--- src/hdl/rfs_pkg.sv ---
// Summary of operation
// - output above warning level halts switching; switching resumes back in regulation
// - warning level held within 106..116 percent; host keeps it below protection level
// - warning turns both switches off except boot refresh pulses on low-side; vendor mode keeps low-side on instead
// - power good low throughout soft-start and soft-shutdown
// - after soft-start, power good high whenever output is in regulation
// - power good rise level 84..98 percent, fall level 82..96 percent
// - power good low while output above protection level
// - sync master drives 45 percent duty clock rising at cycle start
// - sync slave starts cycle 200 ns after chosen sync edge
// - slave locks only after 64 consecutive valid sync cycles
// - sync period outside 20 percent window drops slave mode to internal clock
// - input over-voltage level 18..24 V, filtered, four selectable responses
// - switching begins only with input above turn-on level 4.5..10.5 V
// - shutdown when input falls below turn-off level 4..10 V
// - over-temperature from telemetry against 80..160 C, four selectable responses
// - thermal cutoff level shuts down at once, bias included, ignoring settings
// - boot under-voltage holds high-side off, pulses low-side until cleared
// - input or bias under-voltage stops switching and resets the block
// - output faults, switch node and start-up fault stop switching, then protect
// - peak current limits per cycle, protects after delay; extreme protects at once
// - telemetry values refreshed every 900 us
// - protection is hiccup retry after pause or latch-off until cleared or disabled
package rfs_pkg;
  localparam int          CLK_MHZ        = 250;
  localparam int          SYNC_LAG_NS    = 200;
  localparam int          SYNC_LAG_CYC   = (SYNC_LAG_NS * CLK_MHZ + 999) / 1000;
  localparam int          FILT_US        = 5;
  localparam int          FILT_CYC       = FILT_US * CLK_MHZ;
  localparam int          TELEM_US       = 900;
  localparam int          TELEM_CYC      = TELEM_US * CLK_MHZ;
  localparam int          HICCUP_S       = 1;
  localparam int          HICCUP_CYC     = HICCUP_S * CLK_MHZ * 1000000;
  localparam int          SYNC_VALID_N   = 64;
  localparam int          SYNC_WIN_PCT   = 20;
  localparam int          MASTER_DUTY    = 45;
  localparam int          PCT_FULL       = 100;
  // byte addresses of the register words
  localparam logic [7:0]  A_CTRL         = 8'h00;
  localparam logic [7:0]  A_VOUT_TGT     = 8'h04;
  localparam logic [7:0]  A_OUT_PCT      = 8'h08;
  localparam logic [7:0]  A_PG_PCT       = 8'h0c;
  localparam logic [7:0]  A_VIN_LIM      = 8'h10;
  localparam logic [7:0]  A_RESP         = 8'h14;
  localparam logic [7:0]  A_STATUS       = 8'h18;
  localparam logic [7:0]  A_TLM_V        = 8'h1c;
  localparam logic [7:0]  A_TLM_I        = 8'h20;
  localparam logic [7:0]  A_TLM_T        = 8'h24;
  // control bits
  localparam int          C_EN = 0, C_PULLDN = 1, C_MASTER = 2, C_PH180 = 3, C_SLAVE = 4;
  localparam int          C_CLR = 5;
  // programmable ranges; percent, 100 mV units for input, degrees C
  localparam logic [7:0]  OVW_LO = 8'h6a, OVW_HI = 8'h74, OVP_LO = 8'h6e, OVP_HI = 8'h7c;
  localparam logic [7:0]  UVP_LO = 8'h37, UVP_HI = 8'h5a;
  localparam logic [7:0]  PGR_LO = 8'h54, PGR_HI = 8'h62, PGF_LO = 8'h52, PGF_HI = 8'h60;
  localparam logic [7:0]  VOV_LO = 8'hb4, VOV_HI = 8'hf0, VON_LO = 8'h2d, VON_HI = 8'h69;
  localparam logic [7:0]  VOF_LO = 8'h28, VOF_HI = 8'h64, OT_LO = 8'h50, OT_HI = 8'ha0;
  // reset values
  localparam logic [31:0] RST_CTRL    = 32'h0000_0001;
  localparam logic [31:0] RST_VOUT    = 32'h0000_0320;
  localparam logic [31:0] RST_OUT_PCT = 32'h0037_6e6a;
  localparam logic [31:0] RST_PG_PCT  = 32'h0000_5254;
  localparam logic [31:0] RST_VIN_LIM = 32'h0028_2db4;
  localparam logic [31:0] RST_RESP    = 32'h0000_2aa0;
  // status flag positions
  localparam int F_OVW = 0, F_OVP = 1, F_UVP = 2, F_VIN_OV = 3, F_VIN_UV = 4, F_VCC_UV = 5;
  localparam int F_OT = 6, F_TSHDN = 7, F_BOOT = 8, F_AVG = 9, F_PEAK = 10, F_XPEAK = 11;
  localparam int F_SWN = 12, F_START = 13, F_SYNC = 14, NFLAG = 15;

  typedef enum logic [1:0] {R_IGNORE, R_RECOVER, R_HICCUP, R_LATCH} rfs_resp_e;

  // comparator and supervisor levels from the analogue side
  typedef struct packed {
    logic avg_oc;
    logic hs_peak;
    logic hs_extreme;
    logic sw_node;
    logic boot_uv;
    logic vcc_uv;
    logic tshdn;
  } rfs_cmp_s;

  typedef struct packed {
    logic [15:0] vin;
    logic [15:0] iin;
    logic [15:0] vout;
    logic [15:0] iout;
    logic [7:0]  temp;
  } rfs_meas_s;
endpackage

--- src/hdl/rfs_top.sv ---
// Our own choices: the Wishbone register port and the register offsets.
`timescale 1ns/1ps
module rfs_top #(
  parameter int SW_PERIOD  = 500,
  parameter int SS_CYC     = 2000,
  parameter int PEAK_DLY   = 8,
  parameter int BOOT_PULSE = 20,
  parameter int TELEM_CYCP = rfs_pkg::TELEM_CYC,
  parameter int HICCUP_P   = rfs_pkg::HICCUP_CYC
) (
  input  wire logic             clk_i,
  input  wire logic             rst_i,
  input  wire logic             wb_cyc_i,
  input  wire logic             wb_stb_i,
  input  wire logic             wb_we_i,
  input  wire logic [7:0]       wb_adr_i,
  input  wire logic [3:0]       wb_sel_i,
  input  wire logic [31:0]      wb_dat_i,
  output logic      [31:0]      wb_dat_o,
  output logic                  wb_ack_o,
  input  wire rfs_pkg::rfs_cmp_s  cmp_i,
  input  wire rfs_pkg::rfs_meas_s meas_i,
  input  wire logic             sync_i,
  output logic                  sync_o,
  output logic                  sync_oe_o,
  output logic                  high_side_switch_o,
  output logic                  low_side_switch_o,
  output logic                  cycle_start_o,
  output logic                  power_good_output_o,
  output logic                  bias_off_o
);
  import rfs_pkg::*;

  typedef enum logic [2:0] {S_OFF, S_SOFT_START, S_RUN, S_SOFT_STOP, S_HICCUP, S_LATCHED} rfs_st_e;

  localparam int unsigned TW   = 28;
  localparam int unsigned SWW  = 12;
  localparam logic [SWW-1:0] PER      = SWW'(SW_PERIOD - 1);
  localparam logic [SWW-1:0] DUTY     = SWW'(SW_PERIOD * MASTER_DUTY / PCT_FULL);
  localparam logic [SWW-1:0] WIN_LO   = SWW'(SW_PERIOD * (PCT_FULL - SYNC_WIN_PCT) / PCT_FULL);
  localparam logic [SWW-1:0] WIN_HI   = SWW'(SW_PERIOD * (PCT_FULL + SYNC_WIN_PCT) / PCT_FULL);
  localparam logic [SWW-1:0] LAG      = SWW'(SYNC_LAG_CYC);
  localparam logic [TW-1:0]  T_SS     = TW'(SS_CYC);
  localparam logic [TW-1:0]  T_HIC    = TW'(HICCUP_P);
  localparam logic [TW-1:0]  T_TLM    = TW'(TELEM_CYCP);
  localparam logic [11:0]    T_FILT   = 12'(FILT_CYC);
  localparam logic [6:0]     VALID_N  = 7'(SYNC_VALID_N);
  localparam logic [7:0]     PEAK_N   = 8'(PEAK_DLY);
  localparam logic [SWW-1:0] BOOT_N   = SWW'(BOOT_PULSE);
  localparam logic [23:0]    HUNDRED  = 24'(PCT_FULL);

  function automatic logic [7:0] clamp(input logic [7:0] v, input logic [7:0] lo,
                                       input logic [7:0] hi);
    clamp = (v < lo) ? lo : ((v > hi) ? hi : v);
  endfunction

  function automatic logic [23:0] pct_of(input logic [15:0] t, input logic [7:0] p);
    pct_of = 24'(t) * 24'(p);
  endfunction

  // ------------------------------------------------------------
  // input synchronisers
  // ------------------------------------------------------------
  rfs_cmp_s cmp_m_q, cmp_q;
  logic     sync_m_q, sync_s_q, sync_d1_q;
  always_ff @(posedge clk_i) begin
    cmp_m_q   <= cmp_i;
    cmp_q     <= cmp_m_q;
    sync_m_q  <= sync_i;
    sync_s_q  <= sync_m_q;
    sync_d1_q <= sync_s_q;
  end

  // ------------------------------------------------------------
  // register file over wishbone
  // ------------------------------------------------------------
  logic [31:0]      ctrl_q, vtgt_q, opct_q, pgpct_q, vlim_q, resp_q;
  logic [NFLAG-1:0] stat_q, ev;
  logic             ack_q;
  logic [31:0]      rdat_q, rmux;
  rfs_meas_s        tlm_q;
  rfs_st_e          st_q;

  wire        acc    = wb_cyc_i && wb_stb_i && !ack_q;
  wire        wr     = acc && wb_we_i;
  wire [31:0] bmask  = {{8{wb_sel_i[3]}}, {8{wb_sel_i[2]}}, {8{wb_sel_i[1]}}, {8{wb_sel_i[0]}}};
  wire        wr_ctl = wr && (wb_adr_i == A_CTRL);
  wire [31:0] ctl_w  = (ctrl_q & ~bmask) | (wb_dat_i & bmask);
  wire        clr_p  = wr_ctl && wb_sel_i[0] && wb_dat_i[C_CLR];
  wire [31:0] op_w   = (opct_q & ~bmask) | (wb_dat_i & bmask);
  wire [31:0] pg_w   = (pgpct_q & ~bmask) | (wb_dat_i & bmask);
  wire [31:0] vl_w   = (vlim_q & ~bmask) | (wb_dat_i & bmask);
  wire [31:0] vt_w   = (vtgt_q & ~bmask) | (wb_dat_i & bmask);
  wire [31:0] st_clr = (wr && (wb_adr_i == A_STATUS)) ? (wb_dat_i & bmask) : 32'h0;

  always_comb begin
    if (wb_adr_i == A_CTRL)          rmux = ctrl_q;
    else if (wb_adr_i == A_VOUT_TGT) rmux = vtgt_q;
    else if (wb_adr_i == A_OUT_PCT)  rmux = opct_q;
    else if (wb_adr_i == A_PG_PCT)   rmux = pgpct_q;
    else if (wb_adr_i == A_VIN_LIM)  rmux = vlim_q;
    else if (wb_adr_i == A_RESP)     rmux = resp_q;
    else if (wb_adr_i == A_STATUS)   rmux = {17'h0, stat_q};
    else if (wb_adr_i == A_TLM_V)    rmux = {tlm_q.vout, tlm_q.vin};
    else if (wb_adr_i == A_TLM_I)    rmux = {tlm_q.iout, tlm_q.iin};
    else if (wb_adr_i == A_TLM_T)    rmux = {21'h0, st_q, tlm_q.temp};
    else                             rmux = 32'h0;
  end

  always_ff @(posedge clk_i) begin
    if (rst_i) begin
      ack_q   <= 1'b0;
      rdat_q  <= 32'h0;
      ctrl_q  <= RST_CTRL;
      vtgt_q  <= RST_VOUT;
      opct_q  <= RST_OUT_PCT;
      pgpct_q <= RST_PG_PCT;
      vlim_q  <= RST_VIN_LIM;
      resp_q  <= RST_RESP;
    end else begin
      ack_q  <= acc;
      rdat_q <= acc ? rmux : 32'h0;
      if (wr_ctl) ctrl_q <= {26'h0, 1'b0, ctl_w[4:0]};
      if (wr && (wb_adr_i == A_VOUT_TGT)) vtgt_q <= {16'h0, vt_w[15:0]};
      if (wr && (wb_adr_i == A_OUT_PCT)) begin
        opct_q <= {8'h0, clamp(op_w[23:16], UVP_LO, UVP_HI), clamp(op_w[15:8], OVP_LO, OVP_HI),
                   clamp(op_w[7:0], OVW_LO, OVW_HI)};
      end
      if (wr && (wb_adr_i == A_PG_PCT)) begin
        pgpct_q <= {16'h0, clamp(pg_w[15:8], PGF_LO, PGF_HI), clamp(pg_w[7:0], PGR_LO, PGR_HI)};
      end
      if (wr && (wb_adr_i == A_VIN_LIM)) begin
        vlim_q <= {8'h0, clamp(vl_w[23:16], VOF_LO, VOF_HI), clamp(vl_w[15:8], VON_LO, VON_HI),
                   clamp(vl_w[7:0], VOV_LO, VOV_HI)};
      end
      if (wr && (wb_adr_i == A_RESP)) begin
        resp_q <= {18'h0, (resp_q[13:8] & ~bmask[13:8]) | (wb_dat_i[13:8] & bmask[13:8]),
                   clamp((resp_q[7:0] & ~bmask[7:0]) | (wb_dat_i[7:0] & bmask[7:0]), OT_LO, OT_HI)};
      end
    end
  end
  assign wb_ack_o = ack_q;
  assign wb_dat_o = rdat_q;

  wire       en      = ctrl_q[C_EN];
  rfs_resp_e ot_resp, vov_resp, out_resp;
  assign ot_resp  = rfs_resp_e'(resp_q[9:8]);
  assign vov_resp = rfs_resp_e'(resp_q[11:10]);
  assign out_resp = rfs_resp_e'(resp_q[13:12]);

  // ------------------------------------------------------------
  // thresholds and comparisons
  // ------------------------------------------------------------
  wire [23:0] vout100 = 24'(meas_i.vout) * HUNDRED;
  wire        ovw_c   = vout100 > pct_of(vtgt_q[15:0], opct_q[7:0]);
  wire        ovp_c   = vout100 > pct_of(vtgt_q[15:0], opct_q[15:8]);
  wire        uvp_c   = vout100 < pct_of(vtgt_q[15:0], opct_q[23:16]);
  wire        pgr_c   = vout100 >= pct_of(vtgt_q[15:0], pgpct_q[7:0]);
  wire        pgf_c   = vout100 < pct_of(vtgt_q[15:0], pgpct_q[15:8]);
  wire [15:0] vin_ov  = 16'(vlim_q[7:0]) * 16'(PCT_FULL);
  wire [15:0] vin_on  = 16'(vlim_q[15:8]) * 16'(PCT_FULL);
  wire [15:0] vin_off = 16'(vlim_q[23:16]) * 16'(PCT_FULL);
  wire        vov_c   = meas_i.vin > vin_ov;
  wire        von_c   = meas_i.vin > vin_on;
  wire        vuv_c   = meas_i.vin < vin_off;
  wire        ot_c    = tlm_q.temp >= resp_q[7:0];

  // over-voltage filters: a level must persist before it counts
  logic [11:0] fcnt_q [2];
  logic [1:0]  filt_q;
  wire  [1:0]  fraw = {vov_c, ovp_c};
  genvar g;
  for (g = 0; g < 2; g++) begin : g_filt
    always_ff @(posedge clk_i) begin
      if (rst_i || !fraw[g]) begin
        fcnt_q[g] <= 12'h0;
        filt_q[g] <= 1'b0;
      end else if (fcnt_q[g] == T_FILT) begin
        filt_q[g] <= 1'b1;
      end else begin
        fcnt_q[g] <= fcnt_q[g] + 12'h1;
      end
    end
  end
  wire ovp_f = filt_q[0];
  wire vov_f = filt_q[1];

  // ------------------------------------------------------------
  // switching clock and sync
  // ------------------------------------------------------------
  logic [SWW-1:0] sw_cnt_q, per_q, lag_q;
  logic [6:0]     vcnt_q;
  logic           locked_q, lag_run_q, lost_p;
  wire            use_sl  = ctrl_q[C_SLAVE] && !ctrl_q[C_MASTER];
  wire            s_edge  = ctrl_q[C_PH180] ? (sync_d1_q && !sync_s_q) : (sync_s_q && !sync_d1_q);
  wire            in_win  = (per_q >= WIN_LO) && (per_q <= WIN_HI);
  wire            slv_st  = lag_run_q && (lag_q == LAG);
  wire            int_st  = sw_cnt_q == PER;
  wire            cyc_st  = locked_q ? slv_st : int_st;

  always_ff @(posedge clk_i) begin
    if (rst_i || !use_sl) begin
      per_q     <= '0;
      vcnt_q    <= '0;
      locked_q  <= 1'b0;
      lag_run_q <= 1'b0;
      lag_q     <= '0;
      lost_p    <= 1'b0;
    end else begin
      lost_p <= 1'b0;
      per_q  <= s_edge ? '0 : ((per_q > WIN_HI) ? per_q : per_q + 1'b1);
      if (s_edge || per_q > WIN_HI) begin
        if (s_edge && in_win) begin
          if (vcnt_q < VALID_N) vcnt_q <= vcnt_q + 7'h1;
          if (vcnt_q == VALID_N - 7'h1) locked_q <= 1'b1;
        end else begin
          vcnt_q   <= '0;
          locked_q <= 1'b0;
          lost_p   <= locked_q;
        end
      end
      if (s_edge) begin
        lag_run_q <= 1'b1;
        lag_q     <= '0;
      end else if (slv_st) begin
        lag_run_q <= 1'b0;
      end else if (lag_run_q) begin
        lag_q <= lag_q + 1'b1;
      end
    end
  end

  always_ff @(posedge clk_i) begin
    if (rst_i || cyc_st) sw_cnt_q <= '0;
    else if (sw_cnt_q != PER) sw_cnt_q <= sw_cnt_q + 1'b1;
    if (rst_i) begin
      sync_o        <= 1'b0;
      sync_oe_o     <= 1'b0;
      cycle_start_o <= 1'b0;
    end else begin
      sync_oe_o     <= ctrl_q[C_MASTER];
      sync_o        <= ctrl_q[C_MASTER] && (cyc_st || (sw_cnt_q < DUTY - 1'b1 && !int_st));
      cycle_start_o <= cyc_st;
    end
  end

  // ------------------------------------------------------------
  // fault detection and sequencing
  // ------------------------------------------------------------
  logic [TW-1:0] tmr_q;
  logic [7:0]    peak_cnt_q;
  logic          cbc_q, pg_ok_q, hold_q, peak_seen_q;
  wire  on_st    = (st_q == S_SOFT_START) || (st_q == S_RUN) || (st_q == S_SOFT_STOP);
  wire  reset_ev = cmp_q.vcc_uv || (on_st && vuv_c) || cmp_q.tshdn;
  wire  start_f  = (st_q == S_SOFT_START) && (tmr_q == T_SS) && uvp_c;
  wire  peak_to  = peak_cnt_q == PEAK_N;
  wire  out_f    = on_st && (ovp_f || (st_q == S_RUN && uvp_c) || cmp_q.avg_oc || cmp_q.sw_node
                   || start_f || peak_to);
  wire  xpk_f    = on_st && cmp_q.hs_extreme;
  wire  vov_prot = on_st && vov_f && ((vov_resp == R_HICCUP) || (vov_resp == R_LATCH));
  wire  ot_prot  = on_st && ot_c && ((ot_resp == R_HICCUP) || (ot_resp == R_LATCH));
  wire  latch_go = ((out_f || xpk_f) && out_resp == R_LATCH) || (vov_prot && vov_resp == R_LATCH)
                   || (ot_prot && ot_resp == R_LATCH);
  wire  prot_go  = ((out_f || xpk_f) && out_resp != R_IGNORE) || xpk_f || vov_prot || ot_prot;
  wire  hold_c   = (vov_f && vov_resp == R_RECOVER) || (ot_c && ot_resp == R_RECOVER);
  wire  tmr_end  = (st_q == S_SOFT_START || st_q == S_SOFT_STOP) ? (tmr_q == T_SS) :
                   (tmr_q == T_HIC);
  rfs_st_e st_d;

  always_comb begin
    st_d = st_q;
    case (st_q)
      S_OFF:        if (en && von_c && !cmp_q.vcc_uv && !cmp_q.tshdn && !hold_c) st_d = S_SOFT_START;
      S_SOFT_START: if (tmr_end && !start_f) st_d = S_RUN;
      S_RUN:        if (!en) st_d = S_SOFT_STOP;
      S_SOFT_STOP:  if (tmr_end) st_d = S_OFF;
      S_HICCUP:     if (tmr_end) st_d = S_OFF;
      S_LATCHED:    if (clr_p || !en) st_d = S_OFF;
      default:      st_d = S_OFF;
    endcase
    if (prot_go) st_d = latch_go ? S_LATCHED : S_HICCUP;
    if (reset_ev && st_q != S_LATCHED) st_d = S_OFF;
  end

  always_ff @(posedge clk_i) begin
    if (rst_i) begin
      st_q        <= S_OFF;
      tmr_q       <= '0;
      peak_cnt_q  <= '0;
      cbc_q       <= 1'b0;
      peak_seen_q <= 1'b0;
      hold_q      <= 1'b0;
      pg_ok_q     <= 1'b0;
    end else begin
      st_q   <= st_d;
      tmr_q  <= (st_d != st_q || tmr_end) ? '0 : tmr_q + 1'b1;
      hold_q <= hold_c;
      if (pgr_c) pg_ok_q <= 1'b1;
      else if (pgf_c) pg_ok_q <= 1'b0;
      if (cyc_st) begin
        cbc_q       <= 1'b0;
        peak_seen_q <= 1'b0;
        peak_cnt_q  <= (peak_seen_q && on_st) ? (peak_to ? peak_cnt_q : peak_cnt_q + 8'h1) : '0;
      end else if (cmp_q.hs_peak) begin
        cbc_q       <= 1'b1;
        peak_seen_q <= 1'b1;
      end
    end
  end

  // ------------------------------------------------------------
  // switch enables and power good
  // ------------------------------------------------------------
  wire ovw_act  = on_st && ovw_c;
  wire sw_act   = on_st && !hold_q && !ovw_act;
  wire boot_rf  = on_st && cmp_q.boot_uv && (sw_cnt_q < BOOT_N);
  wire pull_dn  = ovw_act && ctrl_q[C_PULLDN];
  wire hs_d     = sw_act && !cmp_q.boot_uv && !cbc_q && !cyc_st;
  wire ls_d     = (sw_act && !cmp_q.boot_uv) || boot_rf || pull_dn;
  wire pg_d     = (st_q == S_RUN) && pg_ok_q && !ovp_c;

  always_ff @(posedge clk_i) begin
    if (rst_i) begin
      high_side_switch_o  <= 1'b0;
      low_side_switch_o   <= 1'b0;
      power_good_output_o <= 1'b0;
      bias_off_o          <= 1'b0;
    end else begin
      high_side_switch_o  <= hs_d;
      low_side_switch_o   <= ls_d;
      power_good_output_o <= pg_d;
      bias_off_o          <= cmp_q.tshdn;
    end
  end

  // ------------------------------------------------------------
  // telemetry snapshot and sticky status
  // ------------------------------------------------------------
  logic [TW-1:0] tlm_cnt_q;
  always_ff @(posedge clk_i) begin
    if (rst_i) begin
      tlm_cnt_q <= '0;
      tlm_q     <= '0;
    end else begin
      tlm_cnt_q <= (tlm_cnt_q == T_TLM - 1'b1) ? '0 : tlm_cnt_q + 1'b1;
      if (tlm_cnt_q == T_TLM - 1'b1) tlm_q <= meas_i;
    end
  end

  always_comb begin
    ev           = '0;
    ev[F_OVW]    = ovw_act;
    ev[F_OVP]    = ovp_f;
    ev[F_UVP]    = st_q == S_RUN && uvp_c;
    ev[F_VIN_OV] = vov_f;
    ev[F_VIN_UV] = on_st && vuv_c;
    ev[F_VCC_UV] = cmp_q.vcc_uv;
    ev[F_OT]     = ot_c;
    ev[F_TSHDN]  = cmp_q.tshdn;
    ev[F_BOOT]   = cmp_q.boot_uv;
    ev[F_AVG]    = cmp_q.avg_oc;
    ev[F_PEAK]   = cmp_q.hs_peak;
    ev[F_XPEAK]  = cmp_q.hs_extreme;
    ev[F_SWN]    = cmp_q.sw_node;
    ev[F_START]  = start_f;
    ev[F_SYNC]   = lost_p;
  end

  always_ff @(posedge clk_i) begin
    if (rst_i) stat_q <= '0;
    else stat_q <= (stat_q & ~st_clr[NFLAG-1:0]) | ev;
  end

  // ------------------------------------------------------------
  // checks
  // ------------------------------------------------------------
  localparam int LAG_D = SYNC_LAG_CYC + 2;
  AST_OVW_HALT: assert property (@(posedge clk_i) disable iff (rst_i)
    ovw_act |=> !high_side_switch_o) else $error("switching not halted on warning");
  AST_OVW_LS: assert property (@(posedge clk_i) disable iff (rst_i)
    ovw_act && !ctrl_q[C_PULLDN] && !boot_rf |=> !low_side_switch_o)
    else $error("low side on during warning");
  AST_PG_SS: assert property (@(posedge clk_i) disable iff (rst_i)
    (st_q == S_SOFT_START || st_q == S_SOFT_STOP) |=> !power_good_output_o)
    else $error("power good high in soft phase");
  AST_PG_OVP: assert property (@(posedge clk_i) disable iff (rst_i)
    ovp_c |=> !power_good_output_o) else $error("power good high above protection");
  AST_PG_ON: assert property (@(posedge clk_i) disable iff (rst_i)
    st_q == S_RUN && pg_ok_q && !ovp_c |=> power_good_output_o) else $error("power good missing");
  AST_LAG: assert property (@(posedge clk_i) disable iff (rst_i)
    locked_q && s_edge && use_sl |-> ##LAG_D (cycle_start_o || !locked_q))
    else $error("slave lag wrong");
  AST_LOCK: assert property (@(posedge clk_i) disable iff (rst_i)
    $rose(locked_q) |-> vcnt_q == VALID_N) else $error("locked too early");
  AST_TSHDN: assert property (@(posedge clk_i) disable iff (rst_i)
    cmp_q.tshdn |=> st_q == S_OFF || st_q == S_LATCHED) else $error("no thermal cutoff");
  AST_BOOT: assert property (@(posedge clk_i) disable iff (rst_i)
    cmp_q.boot_uv |=> !high_side_switch_o) else $error("high side on with boot low");
  AST_STICKY: assert property (@(posedge clk_i) disable iff (rst_i)
    ev[F_OT] |=> stat_q[F_OT]) else $error("flag lost");
endmodule

--- config.mk ---
export PLATFORM = sky130hd
export DESIGN_NAME = rfs_top
export DESIGN_NICKNAME = d
export VERILOG_FILES = /design/src/hdl/rfs_pkg.sv /design/src/hdl/rfs_top.sv
export SDC_FILE = /design/constraint.sdc
export NUM_CORES = 2
export LEC_CHECK = 0
export BUFFER_PORTS_ARGS = -buffer_cell sky130_fd_sc_hd__clkbuf_2
export CORE_MARGIN = 4
export CORE_UTILIZATION = 52
export DETAILED_ROUTE_END_ITERATION = 12
export GPL_TIMING_DRIVEN = 0
export PLACE_DENSITY = 0.8
export SYNTH_ARGS = -nofsm -noshare
export SYNTH_HDL_FRONTEND = slang
export SYNTH_SLANG_ARGS = --single-unit
--- constraint.sdc ---
create_clock -name clk_i -period 19.9 [get_ports clk_i]
set_clock_uncertainty 0.2 [all_clocks]
set_input_delay 0.995 -clock clk_i [delete_from_list [all_inputs] [get_ports clk_i]]
set_output_delay 0.995 -clock clk_i [all_outputs]
set_load 0.02 [all_outputs]
==> impl_metrics.tcl <==
set metrics [dict create \
    die_w_microns 297 \
    ys_top_cells_by_area "fa_1, dfxtp_1, ha_1" \
    hold_buffers 0 \
    synth.distinct_cells 99 \
    met2_usage_pct 48.0 \
    ctsResizeCount 0 \
    avgRoutedWirePerCell_microns 20.7 \
    cts_root_buf "clkbuf_16" \
    rows 105 \
    drtIter0Drc 3635 \
    grt_util_met1_pct 37.5 \
    crit_slowest_cell "a21oi_1" \
    grt_setup_unrepaired "false" \
    yosys-top-cells-count "inv_1, nand2_1, ha_1" \
    ys_ff_latch 385 \
    cts_max_level 2 \
    clock_sinks 385 \
    worstHoldPathType "flip-flop to flip-flop" \
    drv_cap 2 \
    die_y_microns 297 \
    post-cts-setup-buffer-count 0 \
    clk_pin_slew_worst_paths_ps 60 \
    synth_fp_nets 6273 \
    hpwl_microns 108000 \
    max_freq_mhz 100 \
    drive_gt1_share_pct 5.49 \
    crit_top_cell "fa_1" \
    cts_buffers 42 \
    synth_area_per_cell_sq_um 8.40 \
    cp_max_fo 10 \
    min_from "cmp_m_q[2]" \
    powerDensity_mw_per_mm2 44.9 \
    final_cell_area_sq_mm 0.0471 \
    yosysWarnings 0 \
    yosysSeqAreaShare_pct 18.2 \
    clk_latency_ps 620 \
    ant_nets 0 \
    portBuffers 150 \
    synth_top_area_share_pct 20.2 \
    grt.busiest_layer "met2" \
    remaining_drc_errors 0 \
    end_kind "flip-flop" \
    tightest_slew_ps 1520 \
    grt_pass1_wl_microns 209000 \
    first_pass_iters 11 \
    crit_type "flip-flop to flip-flop" \
    status "finished, violations left" \
    via_per_inst 5.93 \
    cts_tree "built" \
    synth-edff-count 24 \
    grtUsageMet3_pct 9.00 \
    synthToLayoutAreaGrowth_pct 8.15 \
    grt_pass1_vias 38497 \
    ioPinCount 169 \
    antenna_found_initial 7 \
    power.leakage_nw 22.1 \
    async_flop_share_pct 0 \
    failed_checks "max-capacitance violations, max-slew violations" \
    cts_buffer_depth 3 \
    ys.flop_type "dfxtp_1" \
    finalWirelength_microns 134000 \
    gr-total-overflow 0 \
    place_area_sq_mm 0.0457 \
    ir_worst_vdd_mv 0.0600 \
    hold_viol_final 0 \
    netlist_instances 5182 \
    arrival_ps 10330 \
    finish.utilization_pct 57.1 \
    slew_viol_final 17 \
    synth_top_area_cell "fa_1" \
    yosysMostFrequentCell "inv_1" \
    layout.nets 6468 \
    gp_congestion 1.01 \
    min_period_ps 10000 \
    period_share_pct 50.3 \
    setup_violations 0 \
    crit_required_ps 20230 \
    slowest_delay_ps 630 \
    tns_ps 0 \
    dieArea_sq_mm 0.0884 \
    syn_area_sq_mm 0.0436 \
    cp-start-kind "flip-flop" \
    initial_core_util_pct 52.8 \
    relSlewSlack_pct -2.09 \
    vias 38451 \
    grt_use_total_pct 29.8 \
    core-area_sq_mm 0.0825 \
    grt_max_degree 15 \
]
-- per-layer routing --
| layer | vias up | wire, microns |
|---|---|---|
| li1 | 17493 | - |
| met1 | 18697 | 52000 |
| met2 | 1843 | 60300 |
| met3 | 408 | 15500 |
| met4 | 10 | 6250 |
| met5 | - | 59 |
-- metrics by stage --
step                      instances  hold WS [ps]  total power [mW]  setup WS [ps]
after global placement         6402           115              1.28          10130
after global routing           6479           131              2.20           9460
after floorplan                5182           110              1.12          11870
final                          6485           126              2.11           9900
after CTS                      6478           126              2.11          10100
after detailed placement       6403           112              1.30          10090
-- worst paths after layout --
path	depth (start not counted)	slack [ps]	end
setup / recovery	33	9900	tmr_q[22]
hold / removal	0	130	cmp_q[2]
setup reg to reg	33	9900	tmr_q[22]
hold reg to reg	0	130	cmp_q[2]
-- cells by family (layout without fill, tap and decap cells) --
| kind of cell | after synthesis | after routing | synth area share, % |
|---|---|---|---|
| multiplexers | 49 | 49 | 1.14 |
| flip-flops | 385 | 385 | 18.2 |
| AND/OR/NAND/NOR | 1794 | 1794 | 20.0 |
| other | 0 | 7 | 0 |
| AO/OA/AOI/OAI | 854 | 854 | 12.8 |
| adder cells (fa/ha/maj) | 963 | 963 | 35.2 |
| buffers and inverters | 912 | 1138 | 8.04 |
| XOR/XNOR | 225 | 225 | 4.52 |
-- sequential cells by signal (all words and copies together) (netlist names), 3 cells and up, named ones only --
| name | cells |
|---|---|
| vlim_q | 24 |
| opct_q | 24 |
| peak_cnt_q | 8 |
| fcnt_q | 24 |
| lag_q | 12 |
| tmr_q | 28 |
| cmp_m_q | 7 |
| per_q | 12 |
| resp_q | 8 |
| cmp_q | 7 |
| vcnt_q | 7 |
| pgpct_q | 16 |
| tlm_q | 72 |
| tlm_cnt_q | 28 |
| sw_cnt_q | 12 |
| stat_q | 15 |
| wb_dat_o | 32 |
| st_q | 3 |
-- critical path, delay by kind of cell, from the launching register on --
| family | cells | cell delay (ps) |
|---|---|---|
| DFF | 1 | 600 |
| adders and majority gates | 6 | 2790 |
| xor gates and xnor gates | 1 | 100 |
| and+or+nand+nor | 7 | 1840 |
| AOI/OAI and AO/OA | 12 | 2810 |
| buffers and inverters | 7 | 1580 |
-- power breakdown --
| part | internal (mW) | switching, mW | leakage, nW |
|---|---|---|---|
| clock network | 0.461 | 0.350 | 0.696 |
| registers | 0.786 | 0.00897 | 3.21 |
| logic | 0.177 | 0.331 | 18.2 |
-- cells in the final DEF (no fill, tap or decap), drive strengths merged, types with 15 or more instances in the layout --
master | netlist | final
nor3b | 17 | 17
a211oi | 43 | 43
xor2 | 122 | 122
a22oi | 21 | 21
or3 | 37 | 37
a211o | 15 | 15
nand3 | 96 | 96
inv | 663 | 664
a21oi | 327 | 327
xnor2 | 103 | 103
clkbuf | 221 | 433
a31oi | 29 | 29
and2 | 333 | 333
a222oi | 22 | 22
o21ai | 144 | 144
nor2b | 34 | 34
buf | 28 | 29
ha | 522 | 522
and3 | 41 | 41
nand4 | 48 | 48
mux2i | 43 | 43
o211ai | 20 | 20
dfxtp | 361 | 361
nor2 | 330 | 330
nand2b | 54 | 54
o21bai | 24 | 24
fa | 440 | 440
o21a | 22 | 22
edfxtp | 24 | 24
nor3 | 61 | 61
a21o | 72 | 72
nand2 | 659 | 659
nor4 | 19 | 19
-- area by class of cell --
type,instances,area [sq um]
Fill cell,7258,35400
Multi-Input combinational cell,3885,32100
Sequential cell,385,7950
Inverter,663,2490
Tap cell,1070,1340
Clock buffer,62,1230
Buffer,249,1010
Timing Repair Buffer,151,758
Clock inverter,13,200
Antenna cell,7,17.5
No activity file was read; power rests on OpenSTA's default activity.
